<file path="config.mk">
export PLATFORM = sky130hd
export DESIGN_NAME = cpst_top
export DESIGN_NICKNAME = d
export VERILOG_FILES = /design/src/cpst_edge_cnt.v /design/src/cpst_pad_cmp.v /design/src/cpst_top.v
export VERILOG_INCLUDE_DIRS = /design/src
export SDC_FILE = /design/constraint.sdc
export NUM_CORES = 1
export LEC_CHECK = 0
export BUFFER_PORTS_ARGS = -buffer_cell sky130_fd_sc_hd__buf_2
export CORE_ASPECT_RATIO = 0.8
export CORE_MARGIN = 5
export CORE_UTILIZATION = 65
export CTS_CLUSTER_DIAMETER = 60
export CTS_CLUSTER_SIZE = 24
export DETAILED_ROUTE_END_ITERATION = 10
export PLACE_DENSITY = 0.85
export SETUP_SLACK_MARGIN = 0.3
export SYNTH_ARGS = -nofsm -noshare
export SYNTH_HDL_FRONTEND = slang
export SYNTH_SLANG_ARGS = --single-unit
</file>
<file path="constraint.sdc">
create_clock -name core_clk -period 6.93 [get_ports core_clk]
set_input_delay 0.693 -clock core_clk [delete_from_list [all_inputs] [get_ports core_clk]]
set_output_delay 0.693 -clock core_clk [all_outputs]
set_load 0.01 [all_outputs]
</file>
<file path="src/cpst_map.vh">
// cpst_map.vh: register offsets, field positions, reset values and codes of the pad scanner
// assumes a 12-bit APB byte address, one 32-bit word per register
`ifndef CPST_MAP_VH
`define CPST_MAP_VH

`define CPST_OFS_MC1      12'h000
`define CPST_OFS_MC2      12'h004
`define CPST_OFS_TC0      12'h008
`define CPST_OFS_TC2      12'h00C
`define CPST_OFS_SLOT     12'h010
`define CPST_OFS_THR      12'h014
`define CPST_OFS_CNT      12'h018
`define CPST_OFS_REF      12'h01C
`define CPST_OFS_THS      12'h020
`define CPST_MEM_BASE     6'h01

`define CPST_MC1_TSS      7
`define CPST_MC1_ROEN     5
`define CPST_MC1_KOEN     4
`define CPST_TC0_START    0
`define CPST_TC0_MODE_LO  4
`define CPST_TC0_MODE_HI  5
`define CPST_TC0_BUSY     7

`define CPST_RST_MC1      8'h00
`define CPST_RST_MC2      8'hE4
`define CPST_RST_TC0      8'h00
`define CPST_RST_TC2      8'h00
`define CPST_RST_SLOT     8'h00
`define CPST_RST_THS      8'h00

`define CPST_MODE_AUTO    2'b00
`define CPST_MODE_MANUAL  2'b01

`define CPST_REG_CNT      2'b00
`define CPST_REG_REF      2'b01
`define CPST_REG_THR      2'b10

`define CPST_UNIT_MAX     5'h1F
`define CPST_SLOT_MAX     8'hFF

`endif

</file>
<file path="src/cpst_edge_cnt.v">
// cpst_edge_cnt.v: counts rising edges of a slow oscillator sampled on core_clk
// assumes sig is synchronous to core_clk and far slower than it
`timescale 1ns/100ps
module cpst_edge_cnt #(
    parameter W = 16
) (
    input  wire         core_clk,
    input  wire         rst,
    input  wire         clr,
    input  wire         en,
    input  wire         sig,
    output reg  [W-1:0] count,
    output wire         rise
);
    reg sig_q;

    assign rise = sig & ~sig_q;

    always @(posedge core_clk)
    begin
        if (rst)
            sig_q <= 1'b0;
        else
            sig_q <= sig;
    end

    // wraps silently; a window long enough to wrap is a setup error
    always @(posedge core_clk)
    begin
        if (rst || clr)
            count <= {W{1'b0}};
        else if (en && rise)
            count <= count + 1'b1;
    end
endmodule // cpst_edge_cnt

</file>
<file path="src/cpst_pad_cmp.v">
// cpst_pad_cmp.v: one pad's threshold comparator
// assumes check is a one-cycle strobe at the end of that pad's slot
`timescale 1ns/100ps
module cpst_pad_cmp #(
    parameter W = 16
) (
    input  wire [W-1:0] count,
    input  wire [W-1:0] threshold,
    input  wire         upper_sel,
    input  wire         check,
    output wire         hit
);
    assign hit = check & (upper_sel ? (count > threshold) : (count < threshold));
endmodule // cpst_pad_cmp

</file>
<file path="src/cpst_top.v">
// cpst_top.v: four-pad capacitive scanner with APB registers and scan sequencer
// assumes oscillator inputs are synchronous to core_clk; pin analog is outside
//
// The APB interface to the registers and the address map were chosen for this implementation.
`timescale 1ns/100ps
`include "cpst_map.vh"

// What this block does
// - pad flag goes 1 on threshold crossing, else stays 0
// - direction bit 0 compares lower threshold, 1 compares upper
// - at scan end compare count with threshold, set flag, pulse threshold event
// - four pad inputs, each with own oscillator, touch/GPIO function selectable
// - count sense oscillator cycles during the reference window
// - start bit low clears cycle counter, 16-bit counter, 5-bit unit counter
// - start bit low leaves the 8-bit slot counter preset untouched
// - start bit rising starts all four scan counters
// - slot overflow stops both oscillators and all scan counters
// - slot counter clocked from reference oscillator or low-speed clock
// - manual mode pulses slot overflow event at window end
// - auto scan skips disabled pads; the overflow event needs at least one enabled pad
// - mode field 00 selects auto scan
// - mode field 10 and 11 both select auto scan, one pass as with 00
// - auto scan walks pads given by four per-slot select fields
// - slot count config bit sets number of auto scan slots
// - config 0 runs slots 0 to 3, config 1 only slot 0
// - auto scan loads reference capacitor pair from data memory
// - auto scan stores cycle count pair into data memory
module cpst_top (
    input  wire        core_clk,
    input  wire        rst,
    input  wire        psel,
    input  wire        penable,
    input  wire        pwrite,
    input  wire [11:0] paddr,
    input  wire [31:0] pwdata,
    output wire        pready,
    output reg  [31:0] prdata,
    output reg         pslverr,
    input  wire [3:0]  pad_osc_in,
    input  wire        ref_osc_in,
    input  wire        lirc_in,
    output wire [3:0]  pad_osc_on,
    output wire        ref_osc_on,
    output wire [3:0]  touch_pad_mode,
    output wire [15:0] ref_cap_value,
    output wire        scan_in_progress,
    output reg         slot_overflow_event,
    output reg         threshold_event
);
    localparam ST_IDLE  = 2'd0;
    localparam ST_LOAD  = 2'd1;
    localparam ST_SCAN  = 2'd2;
    localparam ST_STORE = 2'd3;

    reg  [7:0]  mc1_r;
    reg  [7:0]  mc2_r;
    reg  [7:0]  tc0_r;
    reg  [7:0]  tc2_r;
    reg  [7:0]  slot_preset_r;
    reg  [15:0] thr_r;
    reg  [15:0] ref_r;
    reg  [7:0]  ths_r;
    reg  [15:0] mem_r [0:11];
    reg  [1:0]  state_r;
    reg  [1:0]  slot_r;
    reg  [4:0]  unit_r;
    reg  [7:0]  slot_cnt_r;
    reg         start_q;
    reg         lirc_q;
    reg         ran_r;

    wire        wr_en    = psel & penable & pwrite;
    wire        setup    = psel & ~penable;
    wire        start    = tc0_r[`CPST_TC0_START];
    wire        start_up = start & ~start_q;
    wire [1:0]  mode     = tc0_r[`CPST_TC0_MODE_HI:`CPST_TC0_MODE_LO];
    wire        periodic = mode[1];
    wire        manual   = ~periodic & mode[0];
    wire        use_lirc = mc1_r[`CPST_MC1_TSS];
    wire [3:0]  key_en   = mc1_r[3:0];
    wire        scan_on  = (state_r == ST_SCAN);
    wire        busy     = (state_r != ST_IDLE);
    wire [1:0]  cur_pad  = manual ? mc2_r[1:0] : mc2_r[2*slot_r +: 2];
    wire [1:0]  last_slot = tc2_r[0] ? 2'd0 : 2'd3;
    wire        pad_ok   = key_en[cur_pad];
    // count restarts per scanned slot so each pad gets its own figure
    wire        cnt_clr  = ~start | ((state_r == ST_LOAD) & pad_ok);
    wire [15:0] cycle_cnt;
    wire        ref_rise;
    wire        lirc_rise = lirc_in & ~lirc_q;
    wire        slot_tick = use_lirc ? lirc_rise : ref_rise;
    wire        unit_wrap = use_lirc | (unit_r == `CPST_UNIT_MAX);
    wire        slot_ovf  = scan_on & slot_tick & unit_wrap & (slot_cnt_r == `CPST_SLOT_MAX);
    wire        check     = (state_r == ST_STORE);
    wire [3:0]  hit;
    wire        at_last   = manual | (slot_r == last_slot);
    // every exit to idle, so the oscillator enables drop whenever busy falls
    wire        scan_done = check ? at_last : ((state_r == ST_LOAD) ? (~pad_ok & at_last) : (scan_on & ~start));
    wire [3:0]  mem_idx   = {paddr[5:4], paddr[3:2]};
    wire        mem_hit   = (paddr[11:6] == `CPST_MEM_BASE) && (paddr[5:4] != 2'b11);
    wire [3:0]  cnt_idx   = {`CPST_REG_CNT, cur_pad};
    wire [3:0]  ref_idx   = {`CPST_REG_REF, cur_pad};
    wire [3:0]  thr_idx   = {`CPST_REG_THR, cur_pad};

    assign pready           = psel & penable;
    assign scan_in_progress = busy;
    assign ref_cap_value    = ref_r;
    assign touch_pad_mode   = key_en;
    // oscillators run only inside a slot; the overflow ends the slot and so stops them
    assign ref_osc_on = mc1_r[`CPST_MC1_ROEN] & scan_on;

    genvar gi;
    generate
        for (gi = 0; gi < 4; gi = gi + 1)
        begin : g_pad
            assign pad_osc_on[gi] = mc1_r[`CPST_MC1_KOEN] & key_en[gi] & scan_on & (cur_pad == gi);
            cpst_pad_cmp #(.W(16)) u_cmp (
                .count     (cycle_cnt),
                .threshold (thr_r),
                .upper_sel (ths_r[gi]),
                .check     (check & (cur_pad == gi)),
                .hit       (hit[gi])
            );
        end
    endgenerate

    // sense cycles of the selected pad during the window
    cpst_edge_cnt #(.W(16)) u_cycle (
        .core_clk (core_clk),
        .rst      (rst),
        .clr      (cnt_clr),
        .en       (scan_on & pad_ok),
        .sig      (pad_osc_in[cur_pad]),
        .count    (cycle_cnt),
        .rise     ()
    );

    // reference cycles; its edge also times the slot unless the low-speed clock is selected
    cpst_edge_cnt #(.W(16)) u_refcnt (
        .core_clk (core_clk),
        .rst      (rst),
        .clr      (cnt_clr),
        .en       (scan_on),
        .sig      (ref_osc_in),
        .count    (),
        .rise     (ref_rise)
    );

    always @(posedge core_clk)
    begin
        if (rst)
        begin
            start_q <= 1'b0;
            lirc_q  <= 1'b0;
        end
        else
        begin
            start_q <= start;
            lirc_q  <= lirc_in;
        end
    end

    // window timing: 5-bit unit prescale on reference edges (none on the low-speed clock), then the 8-bit slot counter up to overflow
    always @(posedge core_clk)
    begin
        if (rst || cnt_clr)
            unit_r <= 5'h00;
        else if (start_up || state_r == ST_LOAD)
            unit_r <= 5'h00;
        else if (scan_on && slot_tick && !use_lirc)
            unit_r <= unit_r + 1'b1;
    end

    // the preset is never touched here, only the running copy
    always @(posedge core_clk)
    begin
        if (rst)
            slot_cnt_r <= `CPST_RST_SLOT;
        else if (start_up || state_r == ST_LOAD)
            slot_cnt_r <= slot_preset_r;
        else if (scan_on && slot_tick && unit_wrap)
            slot_cnt_r <= slot_cnt_r + 1'b1;
    end

    // scan sequencer
    always @(posedge core_clk)
    begin
        slot_overflow_event <= 1'b0;
        threshold_event     <= 1'b0;
        if (rst)
        begin
            state_r <= ST_IDLE;
            slot_r  <= 2'd0;
            ran_r   <= 1'b0;
        end
        else
        begin
            threshold_event <= |hit;
            case (state_r)
            ST_IDLE:
                if (start_up)
                begin
                    slot_r  <= 2'd0;
                    ran_r   <= 1'b0;
                    state_r <= manual ? ST_SCAN : ST_LOAD;
                end
            ST_LOAD:
                if (pad_ok)
                    state_r <= ST_SCAN;
                else if (slot_r == last_slot)
                begin
                    state_r             <= ST_IDLE;
                    slot_overflow_event <= ran_r;
                end
                else
                    slot_r <= slot_r + 1'b1;
            ST_SCAN:
                if (!start)
                    state_r <= ST_IDLE;
                else if (slot_ovf)
                begin
                    state_r <= ST_STORE;
                    ran_r   <= 1'b1;
                end
            default:
                if (manual || slot_r == last_slot)
                begin
                    state_r             <= ST_IDLE;
                    slot_overflow_event <= manual ? (|key_en) : 1'b1;
                end
                else
                begin
                    slot_r  <= slot_r + 1'b1;
                    state_r <= ST_LOAD;
                end
            endcase
        end
    end

    // register file; hardware updates win over a same-cycle software write
    always @(posedge core_clk)
    begin
        if (rst)
        begin
            mc1_r         <= `CPST_RST_MC1;
            mc2_r         <= `CPST_RST_MC2;
            tc0_r         <= `CPST_RST_TC0;
            tc2_r         <= `CPST_RST_TC2;
            slot_preset_r <= `CPST_RST_SLOT;
            thr_r         <= 16'h0000;
            ref_r         <= 16'h0000;
            ths_r         <= `CPST_RST_THS;
        end
        else
        begin
            if (wr_en)
            begin
                if (paddr == `CPST_OFS_MC1)
                    mc1_r <= {pwdata[7], 1'b0, pwdata[5:0]};
                else if (paddr == `CPST_OFS_MC2)
                    mc2_r <= pwdata[7:0];
                else if (paddr == `CPST_OFS_TC0)
                    tc0_r <= {1'b0, 1'b0, pwdata[5:4], 3'b000, pwdata[0]};
                else if (paddr == `CPST_OFS_TC2)
                    tc2_r <= {7'h00, pwdata[0]};
                else if (paddr == `CPST_OFS_SLOT)
                    slot_preset_r <= pwdata[7:0];
                else if (paddr == `CPST_OFS_THR)
                    thr_r <= pwdata[15:0];
                else if (paddr == `CPST_OFS_REF)
                    ref_r <= pwdata[15:0];
                else if (paddr == `CPST_OFS_THS)
                    ths_r <= pwdata[7:0];
            end
            if (!manual && start_up)
                mc1_r[`CPST_MC1_ROEN:`CPST_MC1_KOEN] <= {~use_lirc, 1'b1};
            if (scan_done)
            begin
                mc1_r[`CPST_MC1_ROEN] <= 1'b0;
                mc1_r[`CPST_MC1_KOEN] <= 1'b0;
            end
            if (state_r == ST_LOAD && pad_ok)
            begin
                ref_r <= mem_r[ref_idx];
                thr_r <= mem_r[thr_idx];
            end
            // flag set beats a clearing write in the same cycle
            ths_r[7:4] <= (wr_en && paddr == `CPST_OFS_THS ? pwdata[7:4] : ths_r[7:4]) | hit;
        end
    end

    // touch data memory: counts, reference caps, thresholds per pad
    integer mi;
    always @(posedge core_clk)
    begin
        if (rst)
        begin
            for (mi = 0; mi < 12; mi = mi + 1)
                mem_r[mi] <= 16'h0000;
        end
        else if (check && !manual)
            mem_r[cnt_idx] <= cycle_cnt;
        else if (wr_en && mem_hit)
            mem_r[mem_idx] <= pwdata[15:0];
    end

    // read data captured in the setup cycle, so it is stable through the access
    always @(posedge core_clk)
    begin
        if (rst)
        begin
            prdata  <= 32'h00000000;
            pslverr <= 1'b0;
        end
        else if (setup)
        begin
            pslverr <= 1'b0;
            prdata  <= 32'h00000000;
            if (paddr == `CPST_OFS_MC1)
                prdata[7:0] <= mc1_r;
            else if (paddr == `CPST_OFS_MC2)
                prdata[7:0] <= mc2_r;
            else if (paddr == `CPST_OFS_TC0)
                prdata[7:0] <= {busy, tc0_r[6:0]};
            else if (paddr == `CPST_OFS_TC2)
                prdata[7:0] <= tc2_r;
            else if (paddr == `CPST_OFS_SLOT)
                prdata[7:0] <= slot_preset_r;
            else if (paddr == `CPST_OFS_THR)
                prdata[15:0] <= thr_r;
            else if (paddr == `CPST_OFS_CNT)
                prdata[15:0] <= cycle_cnt;
            else if (paddr == `CPST_OFS_REF)
                prdata[15:0] <= ref_r;
            else if (paddr == `CPST_OFS_THS)
                prdata[7:0] <= ths_r;
            else if (mem_hit)
                prdata[15:0] <= mem_r[mem_idx];
            else
                pslverr <= 1'b1;
        end
    end
endmodule // cpst_top

</file>
==> results of run 1 <==
sequential cells by signal, indices dropped and copies added, names as in the netlist, 2 cells and up:
register and count:
thr_r 16, ths_r 8, u_cycle.count 16, prdata 16
mc1_r 7, state_r 2, mc2_r 8, slot_preset_r 8
mem_r 192, slot_r 2, tc0_r 3, slot_cnt_r 8
unit_r 5, ref_cap_value 16
metrics by stage:
| stage | power, mW | utilization, % |
|---|---|---|
| floorplan | 2.21 | - |
| global placement | 2.27 | 67.5 |
| detailed placement | 2.28 | 67.5 |
| CTS | 3.55 | 70.1 |
| global route | 3.64 | 70.1 |
| finish | 3.56 | 70.1 |
synth_stat cells, types with 7 or more instances:
library cell | count | area (µm²)
dfxtp_1 | 124 | 2480
a31oi_1 | 8 | 50.1
a22oi_1 | 9 | 67.6
edfxtp_1 | 192 | 5770
and3_1 | 15 | 93.8
ha_1 | 20 | 250
o21ai_0 | 34 | 170
a21oi_1 | 109 | 546
nand4_1 | 12 | 75.1
o2bb2ai_1 | 12 | 105
a221oi_1 | 7 | 61.3
buf_2 | 40 | 200
inv_1 | 34 | 128
a211oi_1 | 44 | 330
buf_4 | 23 | 173
nand2_1 | 238 | 893
nor2b_1 | 16 | 100
buf_1 | 13 | 48.8
mux4_2 | 48 | 1080
mux2i_1 | 88 | 881
nor2_1 | 254 | 953
or3_1 | 9 | 56.3
xor2_1 | 12 | 105
nand3_1 | 110 | 551
nor3_1 | 8 | 40.0
o22ai_1 | 16 | 100
nand2b_1 | 12 | 75.1
clkbuf_1 | 66 | 248
power groups by stage:
stage | Combinational (mW) | Sequential, mW | Clock, mW
global route | 0.217 | 2.04 | 1.39
detailed placement | 0.200 | 2.08 | 0
CTS | 0.201 | 2.04 | 1.32
global placement | 0.195 | 2.07 | 0
floorplan | 0.138 | 2.07 | 0
finish | 0.208 | 2.04 | 1.32
critical path: stages, from the launching register on:
cell and delay, ns:
dfxtp_1 0.62, mux2_2 0.43, a31oi_1 0.54, a21boi_4 0.42, buf_4 0.69, nor2_1 0.17, and3_1 0.23, buf_2 0.13
final cells by class:
cell class	count	area [µm²]
Clock inverter	12	144
Clock buffer	24	537
Fill cell	1790	7560
Inverter	34	128
Sequential cell	316	8250
Tap cell	324	405
Multi-Input combinational cell	1210	7740
Timing Repair Buffer	101	551
per-layer routing:
layer / vias up / global-route usage [%]
li1: 6052 / -
met1: 6628 / 47.0
met2: 1149 / 50.3
met3: 186 / 8.41
met4: 0 / 11.6
met5: - / 0
how the worst max path moves through the flow:
stage / startpoint / to / slack, ns / depth (start not counted)
after floorplan: paddr[9] / mem_r[7][0] / 3.53 / 9
after global placement: paddr[9] / mem_r[11][8] / 2.39 / 8
after detailed placement: paddr[9] / mem_r[11][11] / 2.26 / 8
after CTS: slot_r[0] / pad_osc_on[3] / 2.56 / 7
after global routing: slot_r[0] / pad_osc_on[2] / 2.35 / 7
final: slot_r[0] / pad_osc_on[3] / 2.46 / 7
logic make-up after synthesis:
group                    after synthesis  share of synthesized area (%)
AND/OR/NAND/NOR                      723                           19.7
flip-flops                           316                           49.3
AO/OA/AOI/OAI                        292                           11.4
XOR/XNOR                              17                          0.889
multiplexers                         142                           12.1
adder cells (fa/ha/maj)               20                           1.49
buffers and inverters                182                           5.16
other                                  1                         0.0224
==> reports/metrics.csv, run 1 <==
metric,value,unit
synthCells,1693,
final_cell_mix,"254 x nor2_1, 238 x nand2_1, 192 x edfxtp_1, 124 x dfxtp_1, 110 x nand3_1",
die_w,189,µm
clkTransAtPathRegs,0.09,ns
drc,0,
post-route-period-util,64.5,%
timing.max_cap.violations,0,
cp.arrival,3.78,ns
grt_pass1_wl,76700,µm
setup_viol,0,
switchingPower,853,µW
ctsLongestPathBuffers,3,
hold_buffers,0,
cts_buffers,20,
period_minus_slack,4.47,ns
top_layer,met4,
antenna_found_initial,1,
cts_tree,done,
worst_setup_path_end_kind,output port,
synth_seq_cells,316,
post_cts_buffers,0,
grt_pass1_vias,13600,
vias,14000,
clkPwrFrac,37.0,%
drive_gt1_share,13.1,%
combPwrFrac,5.8,%
worstSkewPairLatency,0.54,ns
ant_nets,0,
fin_ws,2.46,ns
r2r-end,ref_cap_value[15],
core_area,0.0253,mm²
finalClockSkew,0.0219,ns
crit_fanout,68,
ios,117,
via_per_inst,6.93,
worst_pin_slew,1.36,ns
die_area,0.0291,mm²
grt_max_degree,94,
avgRoutedWirePerCell,24.5,µm
layout.cells.non_filler,2021,
rsz0062_at_grt,no,
swShare,23.9,%
drt_wl_total,49600,µm
pre_cts_ws,2.26,ns
cts_sinks,316,
grt_usage,33.2,%
slew_headroom,6.61,%
antennaDiodeCount,0,
async_flop_share,0,%
drtIter0Drc,2815,
area_growth_syn_to_layout,6.01,%
port_buffers,84,
hp-class,input port to register,
path_class,register to output port,
final_cell_area,0.0178,mm²
worstHoldStart,lirc_in,
yosysSeqAreaShare,49.3,%
whs,0.375,ns
syn-cell-area,0.0167,mm²
layout.cells.most_common,nor2_1,
htreeDepth,1,
synthDistinctLibCells,75,
cellLeakagePower,6.24,nW
power_frac_seq,57.1,%
start_kind,register,
hold_viol,0,
cts-root-buf,clkbuf_16,
slew_violations,0,
wl_met3,7000,µm
gp_congestion,0.967,
outcome,completed,
hpwl,33700,µm
critPathRequiredTime,6.24,ns
first_pass_iters,8,
peakVddDrop,0.150,mV
fin_setup_tns,0,ns
power.internal,2.71,mW
die_y,154,µm
row_count,52,
synth_ff_type,edfxtp_1,
fmax,224,MHz
fin_nets,1758,
hold_depth,2,
r2r-start,tc0_r[5],
synth_edf_count,192,
hold_end,lirc_q,
post_cts_resized,0,
reg2reg_depth,8,
yosysWarnings,0,
placedCellCount,1985,
rrSetupSlack,2.86,ns
start_util,66.2,%
wl_met2,22100,µm
grt_overflow,0,
powerDensity,201,mW/mm²
avgSynthCellArea,9.89,µm²
drt-met1-wl,18500,µm
dpl_cell_area,0.0171,mm²
No activity file was read; power rests on OpenSTA's default activity.
==> run 2, diff against run 1 <==
Settings changed: ABC_AREA set to 1, CORE_UTILIZATION 65 to 61, PLACE_DENSITY 0.85 to 0.8.
Clock period 6.93 ns to 4.2 ns, I/O delays scaled along.
==> reports/metrics.csv, run 2 <==
metric,value,unit,change
start_kind,register,,
hold_buffers,0,,unchanged
slew_headroom,41.0,%,+34 points
gp_congestion,1.04,,+7.6%
synth_top_area_share,33.3,%,-1.1 points
nFillCells,2385,,+33%
path_class,register to output port,,
critPathRequiredTime,3.78,ns,-2.46 ns
start_util,61.5,%,-4.7 points
row_count,55,,+5.8%
synth_seq_cells,316,,unchanged
drc,0,,unchanged
avgRoutedWirePerCell,20.4,µm,-17%
finalClockSkew,0.0153,ns,-0.00655 ns
grt_max_degree,77,,-18%
post_cts_resized,0,,unchanged
yosys-top-cells-area,"edfxtp_1 33%, dfxtp_1 14%, nand2_1 13%, nor2_1 6.2%, nand3_1 5.3%",,
fin_setup_tns,0,ns,unchanged
largest_reg_flops,192,,unchanged
ctsLongestPathBuffers,3,,unchanged
syn-cell-area,0.0173,mm²,+3.4%
die_area,0.0319,mm²,+9.5%
peakVddDrop,0.436,mV,+190%
hp-class,input port to register,,
yosysMostFrequentCell,nand2_1,,
hold_viol,0,,unchanged
cts_tree,done,,
timing.max_cap.violations,0,,unchanged
core_area,0.0281,mm²,+11%
antenna_found_initial,0,,-1
drive_gt1_share,10.2,%,-2.9 points
grt_pass1_vias,15100,,+11%
cellLeakagePower,7.75,nW,+24%
vias,16300,,+16%
worst_setup_path_end_kind,output port,,
cts_buffers,24,,+20%
layout.cells.most_common,nand2_1,,
die_w,198,µm,+4.7%
slew_violations,0,,unchanged
crit_fanout,55,,-19%
setup_viol,0,,unchanged
synthCells,2253,,+33%
die_y,161,µm,+4.6%
via_per_inst,6.11,,-12%
fin_nets,2351,,+34%
hpwl,38200,µm,+14%
top_register,mem_r,,
synth_top_area_cell,edfxtp_1,,
ios,117,,unchanged
cts-root-buf,clkbuf_16,,
drt_wl_total,54300,µm,+9.5%
yosysSeqAreaShare,47.7,%,-1.6 points
async_flop_share,0,%,unchanged
outcome,completed,,
grt_pass1_wl,84000,µm,+9.5%
period_minus_slack,3.74,ns,
post_cts_buffers,0,,unchanged
final_cell_mix,"585 x nand2_1, 286 x nor2_1, 201 x inv_1, 192 x edfxtp_1, 183 x nand3_1",,
port_buffers,84,,unchanged
synth_ff_type,edfxtp_1,,
synthTopCellsByCount,"586 x nand2_1, 287 x nor2_1, 202 x inv_1",,
powerDensity,377,mW/mm²,+88%
htreeDepth,1,,unchanged
synthDistinctLibCells,49,,-35%
grt_usage,33.4,%,+0.21 points
clkTransAtPathRegs,0.09,ns,about the same
drtIter0Drc,2208,,-22%
worstSkewPairLatency,0.57,ns,+0.03 ns
yosysWarnings,0,,unchanged
worst_pin_slew,0.884,ns,-0.478 ns
rsz0062_at_grt,no,,
post-route-period-util,89.1,%,
ant_nets,0,,unchanged
final_core_util,66.6,%,-3.5 points
first_pass_iters,8,,unchanged
fmax,267,MHz,
cts_sinks,316,,unchanged
area_growth_syn_to_layout,8.36,%,
synth_edf_count,192,,unchanged
avgSynthCellArea,7.68,µm²,-22%
grt_overflow,0,,unchanged
antennaDiodeCount,0,,unchanged
cp.arrival,3.32,ns,-0.46 ns
[run 2: cell types whose count changed after synthesis, moves of 23 or more]
cell,before,now
nand3_1,110,183
nor2_1,254,287
inv_1,34,202
a211oi_1,44,11
mux2i_1,88,1
nand2_1,238,586
mux4_2,48,0
nor2_2,2,25
o21ai_0,34,168
[run 2: stage by stage]
step / total power, mW / instance area (µm²) / setup WS (ns) / hold slack, ns / cells
floorplan: 4.10 / 17400 / 1.55 / 0.439 / 2268
global placement: 4.37 / 17800 / 0.894 / 0.452 / 2620
detailed placement: 4.39 / 17800 / 0.824 / 0.454 / 2620
CTS: 7.04 / 18800 / 0.586 / 0.0508 / 2664
global route: 7.28 / 18800 / 0.346 / 0.0715 / 2664
finish: 7.08 / 18800 / 0.456 / 0.0639 / 2664
[run 2: worst max-delay path, cell delays in order (launching register included)]
cell and delay, ns:
dfxtp_1 0.56, o211ai_1 0.15, nand2_1 0.08, nand2_1 0.08, o21ai_4 0.14, buf_4 0.62, nand2_1 0.62, nor3_1 0.32
buf_2 0.18
[run 2: cell families (layout without fill, tap and decap cells)]
family	after synthesis	in the layout	share of synthesized area, %
other	1	16	0.0217
AOI/OAI and AO/OA	361	361	11.8
xor gates and xnor gates	20	20	1.01
adders and majority gates	20	20	1.45
muxes	1	1	0.0578
DFF	316	316	47.7
buffers and inverters	355	381	8.92
and+or+nand+nor	1179	1179	29.1
[run 2: metal layers]
| layer | global-route usage (%) | vias up | share of wire, % |
|---|---|---|---|
| li1 | - | 7452 | - |
| met2 | 49.2 | 1085 | 43 |
| met3 | 8.37 | 134 | 14 |
| met4 | 9.20 | 0 | 3.0 |
| met5 | 0 | - | 0 |
| met1 | 49.3 | 7600 | 40 |
[run 2: final timing paths]
check	depth (start not counted)	to	slack (ns)	start
max	8	pad_osc_on[3]	0.46	slot_r[0]
min	3	lirc_q	0.06	lirc_in
max reg2reg	10	mem_r[11][11]	0.81	state_r[1]
min reg2reg	2	prdata[12]	0.47	prdata[12]
[run 2: final cells by class]
type	instances	area [µm²]	share of cell area, %
clock inverter	17	259	1.38
tap	370	463	2.47
inverter	215	807	4.30
clock buffer	27	676	3.60
multi-input combinational	1597	7580	40.4
sequential	316	8250	44.0
timing repair buffer	122	718	3.83
[run 2: where the power goes]
group | total [mW] | internal [mW] | leakage, nW | switching [mW]
Combinational | 0.937 | 0.229 | 4.31 | 0.708
Clock | 2.71 | 1.36 | 0.459 | 1.35
Sequential | 3.43 | 3.37 | 2.98 | 0.0567
==> run 3, diff against run 2 <==
Settings changed: ABC_CLOCK_PERIOD_IN_PS set to 4200, BUFFER_PORTS_ARGS -buffer_cell sky130_fd_sc_hd__buf_2 to -buffer_cell sky130_fd_sc_hd__buf_4, CORE_UTILIZATION 61 to 62, PLACE_DENSITY 0.8 to 0.81, SYNTH_HIERARCHICAL set to 1.
==> reports/metrics.csv, run 3 <==
metric,value,unit,change
cts-root-buf,clkbuf_16,,
grt_usage,33.7,%,+0.33 points
post_cts_buffers,0,,unchanged
worst_setup_path_end_kind,output port,,
powerDensity,324,mW/mm²,-14%
fin_nets,2695,,+15%
largest_reg_flops,192,,unchanged
hp-class,input port to register,,
hold_depth,3,,unchanged
wl_met3,7260,µm,-4.3%
crit_fanout,31,,-44%
syn-cell-area,0.0186,mm²,+7.6%
whs,0.0843,ns,+0.0203 ns
die_area,0.0336,mm²,+5.5%
area_growth_syn_to_layout,9.09,%,
final_cell_mix,"807 x nand2_1, 338 x nor2_1, 264 x inv_1, 192 x edfxtp_1, 182 x nand3_1",,
via_per_inst,5.91,,-3.2%
worst_pin_slew,0.895,ns,+0.0115 ns
yosysWarnings,6,,+6
r2r-end,mem_r[6][4],,
grt_pass1_vias,16600,,+9.6%
ant_nets,0,,unchanged
rsz0062_at_grt,no,,
finalClockSkew,0.0193,ns,+0.00396 ns
hold_viol,0,,unchanged
clkTransAtPathRegs,0.09,ns,about the same
path_class,register to output port,,
die_y,165,µm,+2.7%
reg2reg_depth,9,,-1
hpwl,41800,µm,+9.4%
outcome,completed,,
wl_met2,25200,µm,+9.0%
top_layer,met4,,
port_buffers,84,,unchanged
drt_wl_total,57600,µm,+6.2%
ctsLongestPathBuffers,3,,unchanged
r2r-start,tc0_r[4],,
antenna_found_initial,0,,unchanged
first_pass_iters,8,,unchanged
core_area,0.0295,mm²,+4.8%
vias,17700,,+8.9%
drtIter0Drc,2416,,+9.4%
die_w,204,µm,+2.7%
start_kind,register,,
ios,117,,unchanged
worstSkewPairLatency,0.56,ns,about the same
antennaDiodeCount,0,,unchanged
rrSetupSlack,0.82,ns,about the same
period_minus_slack,3.78,ns,+0.0311 ns
post-route-period-util,89.9,%,+0.74 points
drc,0,,unchanged
top_register,mem_r,,
drt-met1-wl,23300,µm,+6.6%
layout.cells.most_common,nand2_1,,
avgSynthCellArea,7.35,µm²,-4.3%
gp_congestion,1.01,,-3.0%
slew_headroom,40.2,%,-0.80 points
grt_max_degree,45,,-42%
cellLeakagePower,8.85,nW,+14%
row_count,56,,+1.8%
htreeDepth,1,,unchanged
cts_buffers,24,,unchanged
avgRoutedWirePerCell,19.2,µm,-5.6%
peakVddDrop,0.355,mV,-19%
hold_end,lirc_q,,
cp.arrival,3.36,ns,+0.04 ns
start_util,63.1,%,+1.6 points
grt_overflow,0,,unchanged
fin_setup_tns,0,ns,unchanged
synthCells,2533,,+12%
setup_viol,0,,unchanged
worstHoldStart,lirc_in,,
timing.max_cap.violations,0,,unchanged
critPathRequiredTime,3.78,ns,about the same
grt_pass1_wl,89300,µm,+6.4%
nFillCells,2442,,+2.4%
cts_sinks,316,,unchanged
drive_gt1_share,10.2,%,-0.090 points
fmax,265,MHz,-0.82%
slew_violations,0,,unchanged
cts_tree,done,,
[run 3: routing by layer]
layer  vias up  global-route usage (%)
met2      1161                    53.2
met3       158                    5.36
met5         -                       0
li1       8205                       -
met4         0                    10.1
met1      8191                    48.4
[run 3: area by class of cell]
| type | instances | area, µm² | share of cell area, % |
|---|---|---|---|
| inverters | 284 | 1070 | 5.25 |
| repair buffers | 127 | 953 | 4.69 |
| flip-flops and latches | 316 | 8250 | 40.6 |
| well taps | 406 | 508 | 2.50 |
| clock buffers | 26 | 629 | 3.10 |
| clock inverters | 18 | 244 | 1.20 |
| multi-input cells | 1819 | 8660 | 42.7 |
[run 3: how the worst max path moves through the flow]
| stage | from | cells past startpoint | end |
|---|---|---|---|
| 2_1_floorplan | paddr[9] | 11 | mem_r[1][0] |
| 6_report | slot_r[0] | 11 | pad_osc_on[3] |
| 3_5_place_dp | paddr[11] | 11 | mem_r[6][5] |
| 4_1_cts | tc0_r[4] | 9 | pad_osc_on[3] |
| 5_1_grt | slot_r[0] | 11 | pad_osc_on[3] |
| 3_3_place_gp | paddr[9] | 11 | mem_r[6][3] |
[run 3: repair_timing]
action                     4_1_cts  5_1_grt
resized for setup                0        1
hold buffers                     0        0
hold endpoints to repair         0        0
setup endpoints to repair        0        1
[run 3: stage by stage]
stage | util [%] | power [mW] | cell area (µm²) | std cells | setup slack [ns]
5_1_grt | 68.9 | 6.77 | 20300 | 2996 | 0.356
3_5_place_dp | 65.9 | 4.04 | 19400 | 2952 | 0.813
4_1_cts | 68.8 | 6.56 | 20300 | 2996 | 0.531
2_1_floorplan | - | 3.82 | 18700 | 2548 | 1.52
3_3_place_gp | 65.9 | 4.02 | 19400 | 2952 | 0.966
6_report | 68.9 | 6.57 | 20300 | 2996 | 0.425
[run 3: where the power goes]
| part | internal [mW] | switching (mW) |
|---|---|---|
| clock | 1.25 | 1.33 |
| combinational | 0.165 | 0.434 |
| sequential | 3.35 | 0.0425 |
[run 3: critical path, stage by stage, from the launching register on]
cell and delay [ns]:
dfxtp_1 0.51, inv_1 0.17, nand2_1 0.10, o211ai_1 0.10, nand3_1 0.09, nand2_1 0.23
buf_4 0.34, nor2_2 0.16, buf_4 0.42, inv_1 0.24, nor3_1 0.24, buf_4 0.17
